===== config.mk =====
export PLATFORM = sky130hd
export DESIGN_NAME = adc_result_regs
export DESIGN_NICKNAME = d
export VERILOG_FILES = /design/src/adc_regs_pkg.sv /design/src/adc_result_regs.sv
export VERILOG_INCLUDE_DIRS = /design/src
export SDC_FILE = /design/constraint.sdc
export NUM_CORES = 1
export LEC_CHECK = 0
export ABC_AREA = 1
export BUFFER_PORTS_ARGS = -buffer_cell sky130_fd_sc_hd__buf_2
export CAP_MARGIN = 15
export CORE_MARGIN = 2
export CORE_UTILIZATION = 47
export DETAILED_ROUTE_END_ITERATION = 10
export GPL_ROUTABILITY_DRIVEN = 0
export PLACE_DENSITY = 0.78
export RECOVER_POWER = 100
export SLEW_MARGIN = 20
export SYNTH_ARGS = -nofsm -noshare
export SYNTH_HDL_FRONTEND = slang
export SYNTH_SLANG_ARGS = --single-unit

===== constraint.sdc =====
create_clock -name clk -period 1.1 [get_ports clk]
set_input_delay 0.11 -clock clk [delete_from_list [all_inputs] [get_ports clk]]
set_output_delay 0.11 -clock clk [all_outputs]
set_load 0.01 [all_outputs]

===== src/adc_regs_params.svh =====
// Register offsets, field positions, reset values and timing for the converter register block.
`ifndef ADC_REGS_PARAMS_SVH
`define ADC_REGS_PARAMS_SVH

`define OFS_MISC       8'h77
`define OFS_RES_LOW    8'h78
`define OFS_RES_HIGH   8'h79
`define OFS_CTRL_A     8'h7a
`define OFS_CTRL_B     8'h7b
`define OFS_CHAN_SEL   8'h7c
`define OFS_DIN_OFF_A  8'h7e
`define OFS_DIN_OFF_B  8'h7f

`define CA_ENABLE      7
`define CA_START       6
`define CA_AUTO        5
`define CA_DONE        4
`define CA_IRQ_EN      3
`define CB_BIPOLAR     7
`define CS_LEFT_ALIGN  5
`define MISC_EXT_REF   2
`define MISC_INT_REF   1
`define MISC_ISRC      0

`define CB_WMASK       8'hf7
`define DB_WMASK       8'h70
`define MISC_WMASK     8'h07
`define REG_RESET      8'h00
`define RES_RESET      10'h000
`define RES_FULL_SCALE 10'h3ff
`define TRIG_FREE_RUN  3'h0
`define START_PULSE_CYCLES 1

`endif


===== src/adc_regs_pkg.sv =====
// Types for the converter register block.
package adc_regs_pkg;

   typedef enum logic {
      lock_open,
      lock_held
   } lock_t;

   typedef struct packed {
      logic [7:0] ctrl_a;
      logic [7:0] ctrl_b;
      logic [7:0] chan_sel;
      logic [7:0] din_off_a;
      logic [7:0] din_off_b;
      logic [7:0] misc;
      logic [9:0] result;
      lock_t      lock;
      logic       busy;
      logic       trig_prev;
      logic       start_pulse;
      logic [7:0] rdata;
      logic [10:0] pin_read;
   } state_t;

endpackage : adc_regs_pkg


===== src/adc_result_regs.sv =====
// Register side of the 10-bit converter: result bytes, triggering, input disables, reference bits.
`timescale 1ns/10ps
`include "adc_regs_params.svh"

// Register map, byte wide, all reset to zero:
//   0x77  reference and current source enables, bits 2:0 only.
//   0x78  result low byte, read only; reading it freezes the result.
//   0x79  result high byte, read only; reading it releases the freeze.
//   0x7a  control A: enable, start/busy, auto trigger, done flag, irq enable, prescale.
//   0x7b  control B: bipolar select, comparator bits, trigger source; bit 3 reads zero.
//   0x7c  channel select: left alignment and channel/gain bits.
//   0x7d  not mapped.
//   0x7e  digital input disables for pins 7 to 0.
//   0x7f  digital input disables for pins 10 to 8 in bits 6:4.
// Unmapped offsets read zero and ignore writes. The result freeze is only lifted by a
// high-byte read, so software that reads the low byte alone keeps every later result
// out until it reads the high byte; that is the price of a coherent two-byte read.
//
// Trigger handling: the flag of the selected source is registered every cycle, and a start
// is raised when the flag seen now is high and the one registered last cycle was low. Since
// the registered copy belongs to whatever source was selected then, moving the selection
// from a quiet source to a raised one counts as a rising edge. A start that arrives while a
// conversion runs is dropped, except in the completion cycle itself, so free running mode
// can restart without a gap.
//
// Result format: unipolar results are plain ten-bit values and clamp to full scale when the
// negative input is the larger; bipolar results carry a sign and nine magnitude bits in
// two's complement. The format is fixed when the result is stored, while the byte
// alignment is applied only on the way out, so it may change at any time.
//
// Done flag: set together with a stored result, cleared by interrupt entry or by writing a
// one to it. When a completion and a clear meet in one cycle the completion wins, so an
// interrupt is never lost; a result dropped under the freeze raises no flag, which is why
// software that forgets the high-byte read sees its converter fall silent.
//
// Reads: the read data register is loaded only in the cycle after a read strobe and is
// zero otherwise, so a late sample shows zero rather than stale data. A conversion that
// completes in the same cycle as a low-byte read is dropped, which keeps the two bytes
// of one read from coming from two different conversions.

module adc_result_regs #(
   parameter int RES_W = 10,
   parameter int PINS  = 11
) (
   input  wire logic             clk,              // System clock, 100 MHz.
   input  wire logic             reset,            // Synchronous reset, active high.
   input  wire logic [7:0]       addr,             // Register address.
   input  wire logic [7:0]       wdata,            // Write data.
   input  wire logic             wr,               // Write strobe.
   input  wire logic             rd,               // Read strobe.
   output logic      [7:0]       rdata,            // Read data, valid the cycle after rd.
   input  wire logic             conv_done,        // Analog core finished a conversion.
   input  wire logic [RES_W-1:0] conv_mag,         // Raw magnitude from the analog core.
   input  wire logic             conv_neg,         // Negative input exceeded positive input.
   input  wire logic             done_flag_ack,    // Interrupt entry clears the done flag.
   input  wire logic [7:1]       trig_flags,       // Source flags, index equals trigger code.
   input  wire logic [PINS-1:0]  pin_in,           // Raw digital levels of the analog pins.
   output logic [PINS-1:0]       pin_read,         // Pin levels as software sees them.
   output logic [PINS-1:0]       pin_buffer_off,   // Digital input buffer disables.
   output logic                  conv_start,       // One-cycle start to the analog core.
   output logic                  converter_enable, // Analog core powered.
   output logic                  conv_busy,        // Conversion in progress.
   output logic                  conversion_done_flag, // Done flag, level.
   output logic                  done_irq_enable,  // Done interrupt enable bit.
   output logic [2:0]            prescale_sel,     // Core clock divider select.
   output logic [4:0]            channel_mux_bits, // Channel and gain select.
   output logic                  bipolar_mode_select,  // Bipolar gain stage mode.
   output logic                  ext_ref_input_enable, // Reference from input pin.
   output logic                  int_ref_output_enable, // Internal reference to output pin.
   output logic                  current_source_enable  // Current source on.
);
   import adc_regs_pkg::*;

   state_t s_r;
   state_t s_nxt;

   logic [RES_W-1:0] new_result;
   logic [8:0]       bip_mag;
   logic             trig_now;
   logic             auto_on;
   logic             sel_free;
   logic             start_req;
   logic             take_result;
   logic [7:0]       low_view;
   logic [7:0]       high_view;
   logic [2:0]       trig_sel;
   logic             rd_low_hit;
   logic             wr_ctrl_a_hit;
   logic [RES_W-1:0] bip_pos;
   logic [RES_W-1:0] bip_neg;
   logic [PINS-1:0]  pin_off_view;
   logic [PINS-1:0]  pin_masked;

   // The disables are applied bit by bit; a disabled pin reads zero whatever
   // level it carries, so an analog voltage never reaches software as a bit.
   assign pin_off_view = {s_r.din_off_b[6:4], s_r.din_off_a};
   for (genvar g = 0; g < PINS; g++) begin : g_pin_mask
      assign pin_masked[g] = pin_in[g] & ~pin_off_view[g];
   end

   always_comb begin
      s_nxt = s_r;
      s_nxt.start_pulse = 1'b0;
      s_nxt.rdata = `REG_RESET;
      trig_sel = s_r.ctrl_b[2:0];
      sel_free = (trig_sel == `TRIG_FREE_RUN);
      auto_on = s_r.ctrl_a[`CA_AUTO];
      rd_low_hit = rd && (addr == `OFS_RES_LOW);
      wr_ctrl_a_hit = wr && (addr == `OFS_CTRL_A);

      // Bipolar: sign plus nine magnitude bits, folded into two's complement.
      bip_mag = conv_mag[8:0];
      bip_pos = RES_W'({1'b0, bip_mag});
      bip_neg = RES_W'(-bip_pos);
      if (s_r.ctrl_b[`CB_BIPOLAR]) begin
         new_result = conv_neg ? bip_neg : bip_pos;
      end else begin
         new_result = conv_neg ? `RES_FULL_SCALE : conv_mag;
      end

      // Free running has no flag signal, so selecting it can never make an edge,
      // even while the done flag is set.
      case (trig_sel)
         // Comparator.
         3'h1: begin
            trig_now = trig_flags[1];
         end
         // External interrupt 0.
         3'h2: begin
            trig_now = trig_flags[2];
         end
         // Timer 1 compare A.
         3'h3: begin
            trig_now = trig_flags[3];
         end
         // Timer 1 overflow.
         3'h4: begin
            trig_now = trig_flags[4];
         end
         // Timer 1 compare B.
         3'h5: begin
            trig_now = trig_flags[5];
         end
         // Timer 1 capture.
         3'h6: begin
            trig_now = trig_flags[6];
         end
         // Watchdog.
         3'h7: begin
            trig_now = trig_flags[7];
         end
         default: begin
            trig_now = 1'b0;
         end
      endcase
      s_nxt.trig_prev = trig_now;

      // Presentation is formed from the stored result at read time, so an
      // alignment change shows at once, even mid-conversion.
      if (s_r.chan_sel[`CS_LEFT_ALIGN]) begin
         high_view = s_r.result[9:2];
         low_view = {s_r.result[1:0], 6'h00};
      end else begin
         high_view = {6'h00, s_r.result[9:8]};
         low_view = s_r.result[7:0];
      end

      // A low-byte read in the completion cycle wins: the byte just read and the
      // byte read next must come from the same result.
      take_result = conv_done && s_r.busy && (s_r.lock == lock_open) && !rd_low_hit;
      start_req = 1'b0;

      // Completion: result and flag update together.
      // A completion seen while idle is a stray pulse and is ignored.
      if (conv_done && s_r.busy) begin
         s_nxt.busy = 1'b0;
      end
      if (take_result) begin
         s_nxt.result = new_result;
      end

      // Done flag: clear by ack or write-one, set wins over clear.
      if (done_flag_ack) begin
         s_nxt.ctrl_a[`CA_DONE] = 1'b0;
      end

      // Register writes.
      // Reserved bits are dropped on the way in, so they always read back as zero.
      if (wr) begin
         case (addr)
            `OFS_CTRL_A: begin
               s_nxt.ctrl_a[7] = wdata[7];
               s_nxt.ctrl_a[5] = wdata[5];
               s_nxt.ctrl_a[3:0] = wdata[3:0];
               if (wdata[`CA_DONE]) begin
                  s_nxt.ctrl_a[`CA_DONE] = 1'b0;
               end
               if (wdata[`CA_START] && wdata[`CA_ENABLE]) begin
                  start_req = 1'b1;
               end
            end
            `OFS_CTRL_B: begin
               s_nxt.ctrl_b = wdata & `CB_WMASK;
            end
            `OFS_CHAN_SEL: begin
               s_nxt.chan_sel = wdata;
            end
            `OFS_DIN_OFF_A: begin
               s_nxt.din_off_a = wdata;
            end
            `OFS_DIN_OFF_B: begin
               s_nxt.din_off_b = wdata & `DB_WMASK;
            end
            `OFS_MISC: begin
               s_nxt.misc = wdata & `MISC_WMASK;
            end
            default: begin
            end
         endcase
      end

      if (take_result) begin
         s_nxt.ctrl_a[`CA_DONE] = 1'b1;
      end

      // Auto trigger: the edge is taken against the flag of the source selected
      // last cycle, so a switch onto a set flag looks like a rising edge.
      if (auto_on && s_r.ctrl_a[`CA_ENABLE]) begin
         if (trig_now && !s_r.trig_prev) begin
            start_req = 1'b1;
         end
         if (sel_free && take_result) begin
            start_req = 1'b1;
         end
      end

      // A start while busy is absorbed unless the conversion completes this cycle; the running conversion is not restarted.
      if (start_req && (!s_r.busy || (conv_done && s_r.busy))) begin
         s_nxt.busy = 1'b1;
         s_nxt.start_pulse = 1'b1;
      end
      // Turning the converter off ends a running conversion; unless it completes in that
      // same cycle, its result never arrives, so no done flag follows.
      if (wr_ctrl_a_hit && !wdata[`CA_ENABLE]) begin
         s_nxt.busy = 1'b0;
         s_nxt.start_pulse = 1'b0;
      end

      // Reads: data stand in the next cycle only.
      if (rd) begin
         case (addr)
            `OFS_CTRL_A: begin
               s_nxt.rdata = s_r.ctrl_a;
               // The start bit reads back as busy, so software can poll it.
               s_nxt.rdata[`CA_START] = s_r.busy;
            end
            `OFS_CTRL_B: begin
               s_nxt.rdata = s_r.ctrl_b;
            end
            `OFS_CHAN_SEL: begin
               s_nxt.rdata = s_r.chan_sel;
            end
            `OFS_DIN_OFF_A: begin
               s_nxt.rdata = s_r.din_off_a;
            end
            `OFS_DIN_OFF_B: begin
               s_nxt.rdata = s_r.din_off_b;
            end
            `OFS_MISC: begin
               s_nxt.rdata = s_r.misc;
            end
            `OFS_RES_LOW: begin
               s_nxt.rdata = low_view;
               s_nxt.lock = lock_held;
            end
            `OFS_RES_HIGH: begin
               s_nxt.rdata = high_view;
               s_nxt.lock = lock_open;
            end
            default: begin
               s_nxt.rdata = `REG_RESET;
            end
         endcase
      end

      // Disabled buffers force the pin read to zero.
      s_nxt.pin_read = pin_masked;
   end

   always_ff @(posedge clk) begin
      if (reset) begin
         // One register holds all state, so reset clears every bit at once.
         s_r <= '0;
      end else begin
         s_r <= s_nxt;
      end
   end

   // Every output is a bit of the registered state, with no path from an input.
   assign rdata                 = s_r.rdata;
   assign pin_read              = s_r.pin_read;
   assign pin_buffer_off        = pin_off_view;
   assign conv_start            = s_r.start_pulse;
   assign converter_enable      = s_r.ctrl_a[`CA_ENABLE];
   assign conv_busy             = s_r.busy;
   assign conversion_done_flag  = s_r.ctrl_a[`CA_DONE];
   assign done_irq_enable       = s_r.ctrl_a[`CA_IRQ_EN];
   assign prescale_sel          = s_r.ctrl_a[2:0];
   assign channel_mux_bits      = s_r.chan_sel[4:0];
   assign bipolar_mode_select   = s_r.ctrl_b[`CB_BIPOLAR];
   assign ext_ref_input_enable  = s_r.misc[`MISC_EXT_REF];
   assign int_ref_output_enable = s_r.misc[`MISC_INT_REF];
   assign current_source_enable = s_r.misc[`MISC_ISRC];

endmodule : adc_result_regs


# [Yosys cells after proc, flatten, opt, wreduce, memory -nomap -nowiden]
# Cells that the tools add are included.
[word_totals] reg_bits=69 output_inout_bits=47
[op_classes] n_addsub=1 eq_ne=15 mux=27 bitwise=24 reduce_logical=28
[op_table] operator="== test 8 x 7 -> 1 bit (second input constant)" count=8
[op_table] operator="one-hot mux 8 bit (8 select lines)" count=1
[op_table] operator="2-to-1 mux 45 bit" count=1
[op_table] operator="2-to-1 mux 8 bit" count=5
[op_table] operator="2-to-1 mux 10 bit" count=3
[op_table] operator="AND reduction 2 bit" count=7
[op_table] operator="inverter 1 bit" count=13
[op_table] operator="== test 3 bit (second input constant)" count=4
[op_table] operator="2-to-1 mux 1 bit" count=12
[op_table] operator="AND 1 bit" count=11
[op_table] operator="logical AND 1 bit" count=11
[op_table] operator="negator 9 -> 10 bit" count=1
[op_table] operator="2-to-1 mux 7 bit" count=1
[op_table] operator="one-hot mux 1 bit (7 select lines)" count=1
[op_table] operator="== test 3 x 2 -> 1 bit (second input constant)" count=2
[op_table] operator="2-to-1 mux 5 bit" count=1
[op_table] operator="logical NOT 1 bit" count=4
[op_table] operator="nonzero test 2 bit" count=2
[op_table] operator="OR reduction 2 bit" count=2
[op_table] operator="== test 3 x 1 -> 1 bit (second input constant)" count=1
[op_table] operator="logical NOT 3 bit" count=1
[op_table] operator="2-to-1 mux 3 bit" count=1
[op_table] operator="one-hot mux 1 bit (2 select lines)" count=1
[op_table] operator="logical OR 1 bit" count=1

# [Logic depth before layout (Yosys ltp)]
[logic_depth] word_depth=9 depth_mapped=11

# [Worst setup path before layout]
# OpenSTA, ideal clock, no wires.
[synth_path] kind="reg-to-reg" from="register s_r, in the netlist conv_busy" to="register s_r[24] (netlist name)" setup_time_ns=0.137 arrival_ns=1.006 t_required_ns=0.963 slack_ns=-0.042 stages_incl_launch_ff=6 synth_period_minus_slack_ns=1.142 path_cell_list="dfxtp_1 -> nand2_1 -> nor2_1 -> nand2_2 -> a21oi_2 -> a31oi_1"
[synth_between] elab_chain_cells=3
[synth_lines] element="from (decl)" line="adc_result_regs.sv:74" source="state_t s_r;"
[synth_lines] element="from (signal assigned)" line="adc_result_regs.sv:295" source="s_r <= s_nxt;"
[synth_lines] element="logical AND 1 bit (3 in a row)" line="adc_result_regs.sv:170" source="take_result = conv_done && s_r.busy && (s_r.lock == lock_open) && !rd_low_hit;"
# No other way between the ends.
# A chain may end at the register's enable or synchronous reset.

# [Worst setup path in the final report]
[layout_path] from="register s_r[66] (netlist name)" to="register s_r, in the netlist conv_start"
[layout_between] elab_chain_cells=8 elab_cells_between_ends=16 classes_between="7 x eq/ne; 5 x mux; 4 x reduce/logical"
[layout_lines] element="== test 3 bit, or another cell as far along" line="adc_result_regs.sv:123" source="case (trig_sel)"
[layout_lines] element="one-hot mux 1 bit (7 select lines)" line="adc_result_regs.sv:123"
[layout_lines] element="logical AND 1 bit" line="adc_result_regs.sv:229" source="if (trig_now && !s_r.trig_prev) begin"
[layout_lines] element="2-to-1 mux 1 bit" line="adc_result_regs.sv:229"
[layout_lines] element="2-to-1 mux 1 bit (*)" line="adc_result_regs.sv:232" source="if (sel_free && take_result) begin"
[layout_lines] element="2-to-1 mux 1 bit (*)" line="adc_result_regs.sv:228" source="if (auto_on && s_r.ctrl_a[`CA_ENABLE]) begin"
[layout_lines] element="logical AND 1 bit (*)" line="adc_result_regs.sv:238" source="if (start_req && (!s_r.busy || (conv_done && s_r.busy))) begin"
[layout_lines] element="2-to-1 mux 1 bit (*)" line="adc_result_regs.sv:238"
# Every way passes the cells marked *; elsewhere a longest branch is shown, timed or not.

==> flow_summary.toml <==
[die]
fp.dieArea_um2 = 8160
die_h_um = 90.3
num_rows = 31
io_pins = 98
die_w_um = 90.3
initial_core_util = 0.483
core_um2 = 7250

[timing]
maxSlewHeadroom = 0.799
holdWs_ps = 35.7
rsz0062_at_grt = "yes"
timing.final.crit_share = 1.12
max_freq_mhz = 808
fin_skew_ps = 7.23
worst_slew_pin_slew_ps = 298
maxSlewViolCount = 0
hold_viol_final = 0
setup_violations = 21
min_period_ps = 1240
layout_setup_ws_ps = -137

[critical_path]
worstSetupStartpointType = "flop"
crit_fanout = 4
rr_startpoint = "s_r[66]$_SDFFE_PP0P_"
path_buf_inv = 2
arrival_ps = 1540
ff2ff_setup_slack_ps = -140
crit_path_start = "s_r[66]$_SDFFE_PP0P_"
path_class = "reg -> reg"
cp-endpoint = "conv_start$_SDFF_PP0_"
crit_slowest_cell = "dfxtp_4"
end_kind = "flop"
critical_path_depth = 11
cp.required_ps = 1400
reg2reg_depth = 11
crit_family = "simple AND/OR/NAND/NOR gates"
path_cells = "buf_6, nand3_2, nand2_1, inv_1, nand2_2, nand3_2, nand2_2, nand2_2, nand2_2, nand2_2, nor2_2"
crit_path_frequent_cell = "nand2_2"
slowest_delay_ps = 400
r2r-end = "conv_start$_SDFF_PP0_"

[logic_synthesis]
ys_warn_count = 0
synth_area_um2 = 3500
synth_top_cell_by_area = "dfxtp_1"
synth_cells = 484
syn_area_per_cell_um2 = 7.24
synth.distinct_cells = 32
yosysSeqAreaShare = 0.394
synth_area_leaders = "dfxtp_1 (39%), nand2_1 (9.3%), buf_4 (8.4%), a21oi_1 (7.6%), nor2_1 (5.6%)"
synth-seq-cells = 69
synth_nets = 536
synth_top_area_frac = 0.394

[cells_and_area]
finalNetCount = 641
final_core_util = 0.619
fillers = 653
mostFrequentLayoutCells = "nand2_1 (77), dfxtp_1 (66), a21oi_1 (52)"
area_growth_pct = 28.1
multi_input_area_um2 = 1670
design_area_um2 = 4490
layout_commonest_cell = "nand2_1"
seq_area_um2 = 1390
antenna_cells = 0
final_layout_size_suffix_gt1_frac = 0.271
final_cells = 693

[detailed_routing]
wl_mm = 10.3
via_count = 3645
drc = 0
drtIter0Drc = 256
viasPerCell = 5.26
ant_nets = 0
first_pass_iters = 5
routedWlPerCell_um = 14.8

[status]
status = "finished, violations left"
violations = "negative setup slack"

[grt]
grt_pass1_wl_mm = 15.8
track_usage = 0.244
globalRouteOverflowTotal = 0
grt_pass1_vias = 3479
antenna_found_initial = 0
grt_start_max_net_pins = 33

[power]
power_frac_comb = 0.083
pwr-share-clk = 0.458
p_seq_frac = 0.459
intPower_uw = 4280
switching_share = 0.223
ir_drop_v = 0.000754
switchingPower_uw = 1230
p_leak_uw = 0.00184
power.density_nw_per_um2 = 1230

[placed_design]
post-place-cells = 656
port_buffers = 97
placed_cell_area_um2 = 4000
dp_hpwl_mm = 7.24

[clock_network]
clock_latency_ps = 350
clk_path_buf_depth = 2
htree_levels = 3
cts_buffers = 9
cts_tree = "built"
clk_pin_slew_ps = 70
cts.sinks = 69
root_buffer = "clkbuf_8"

[flow_run]
max-cap-violations = 0

[worst_hold_path]
hp-class = "in -> reg"
routing by layer:
metal,up-vias,wire (um),GRT usage
met4,0,327,0.133
met5,-,0,0
li1,1745,-,-
met3,25,817,0.0526
met2,184,4920,0.400
met1,1691,4230,0.300
cell type report:
cell class	count	area share
clock buffer	12	0.0323
clock inverter	4	0.0212
inverter	50	0.0471
multi-input combinational	313	0.372
sequential	69	0.310
tap	99	0.0276
timing repair buffer	145	0.189
timing repair inverter	1	0.00167
registers in the layout, indices dropped and copies added (netlist names), 3 cells and up:
register	cells
pin_buffer_off	11
rdata	8
channel_mux_bits	5
s_r	21
prescale_sel	3
pin_read	11
worst min-delay path by stage:
| stage | startpoint | to | cells after the start |
|---|---|---|---|
| 2_1_floorplan | pin_in[4] | pin_read[4]$_SDFF_PP0_ | 2 |
| 3_3_place_gp | pin_in[7] | pin_read[7]$_SDFF_PP0_ | 3 |
| 3_5_place_dp | pin_in[7] | pin_read[7]$_SDFF_PP0_ | 3 |
| 4_1_cts | conv_done | conv_start$_SDFF_PP0_ | 3 |
| 5_1_grt | wdata[3] | done_irq_enable$_SDFFE_PP0P_ | 3 |
| 6_report | wdata[3] | done_irq_enable$_SDFFE_PP0P_ | 3 |
power groups by stage:
stage                     Clock [uW]  Combinational (uW)  Sequential [uW]
after floorplan                    0                 224             2580
after global placement             0                 411             2580
after detailed placement           0                 420             2580
after CTS                       2540                 455             2520
after global routing            2640                 497             2520
final                           2520                 458             2520
per-stage QoR:
| stage | setup TNS, ps | total power (uW) | worst slack [ps] |
|---|---|---|---|
| 2_1_floorplan | 0 | 2810 | 0.574 |
| 3_5_place_dp | -9720 | 3000 | -238 |
| 4_1_cts | -283 | 5510 | -78.8 |
| 6_report | -895 | 5500 | -137 |
| 5_1_grt | -3360 | 5660 | -219 |
| 3_3_place_gp | -8180 | 3000 | -220 |
cells by family after synthesis:
| logic type | count (synthesis) | synth area share |
|---|---|---|
| AOI/OAI and AO/OA | 115 | 0.172 |
| xor gates and xnor gates | 7 | 0.0175 |
| adders and majority gates | 1 | 0.00357 |
| buffers and inverters | 103 | 0.166 |
| DFF | 69 | 0.394 |
| muxes | 1 | 0.00286 |
| and+or+nand+nor | 188 | 0.244 |
cells in the mapped netlist:
cell type  instances
mux2i_1            1
buf_4             39
o31ai_1            1
nand4_1            4
clkinv_4           1
a31oi_1            2
buf_2              3
nor2_8             1
nand3_2            2
clkinv_1           1
buf_6              4
dfxtp_1           69
inv_1             43
nand3_1           21
nor3_1             6
nand2_2            8
nor2_2             1
clkbuf_1           7
a21oi_2            1
a21oi_1           53
ha_1               1
xor2_1             7
nand2_8            1
nor2_1            52
o22ai_1           12
nand2_4            5
inv_6              2
inv_2              3
nand2_1           87
o21a_1             1
o21ai_0           34
o21ai_1           11
worst min-delay path: cells and delay by family:
| kind | cells | cell delay [ps] |
|---|---|---|
| compound gates | 1 | 50 |
| simple gates | 1 | 60 |
| buf+inv | 1 | 120 |
repair_timing:
| action | 4_1_cts | 5_1_grt |
|---|---|---|
| gates cloned | 2 | 0 |
| resized for setup | 15 | 33 |
| endpoints found under the setup margin | 16 | 19 |
| setup buffers | 6 | 2 |
| pin swaps | 4 | 21 |
| endpoints found under the hold margin | 11 | 0 |
| hold buffers | 11 | 0 |
Note: power is estimated with default switching activity, not from simulation.
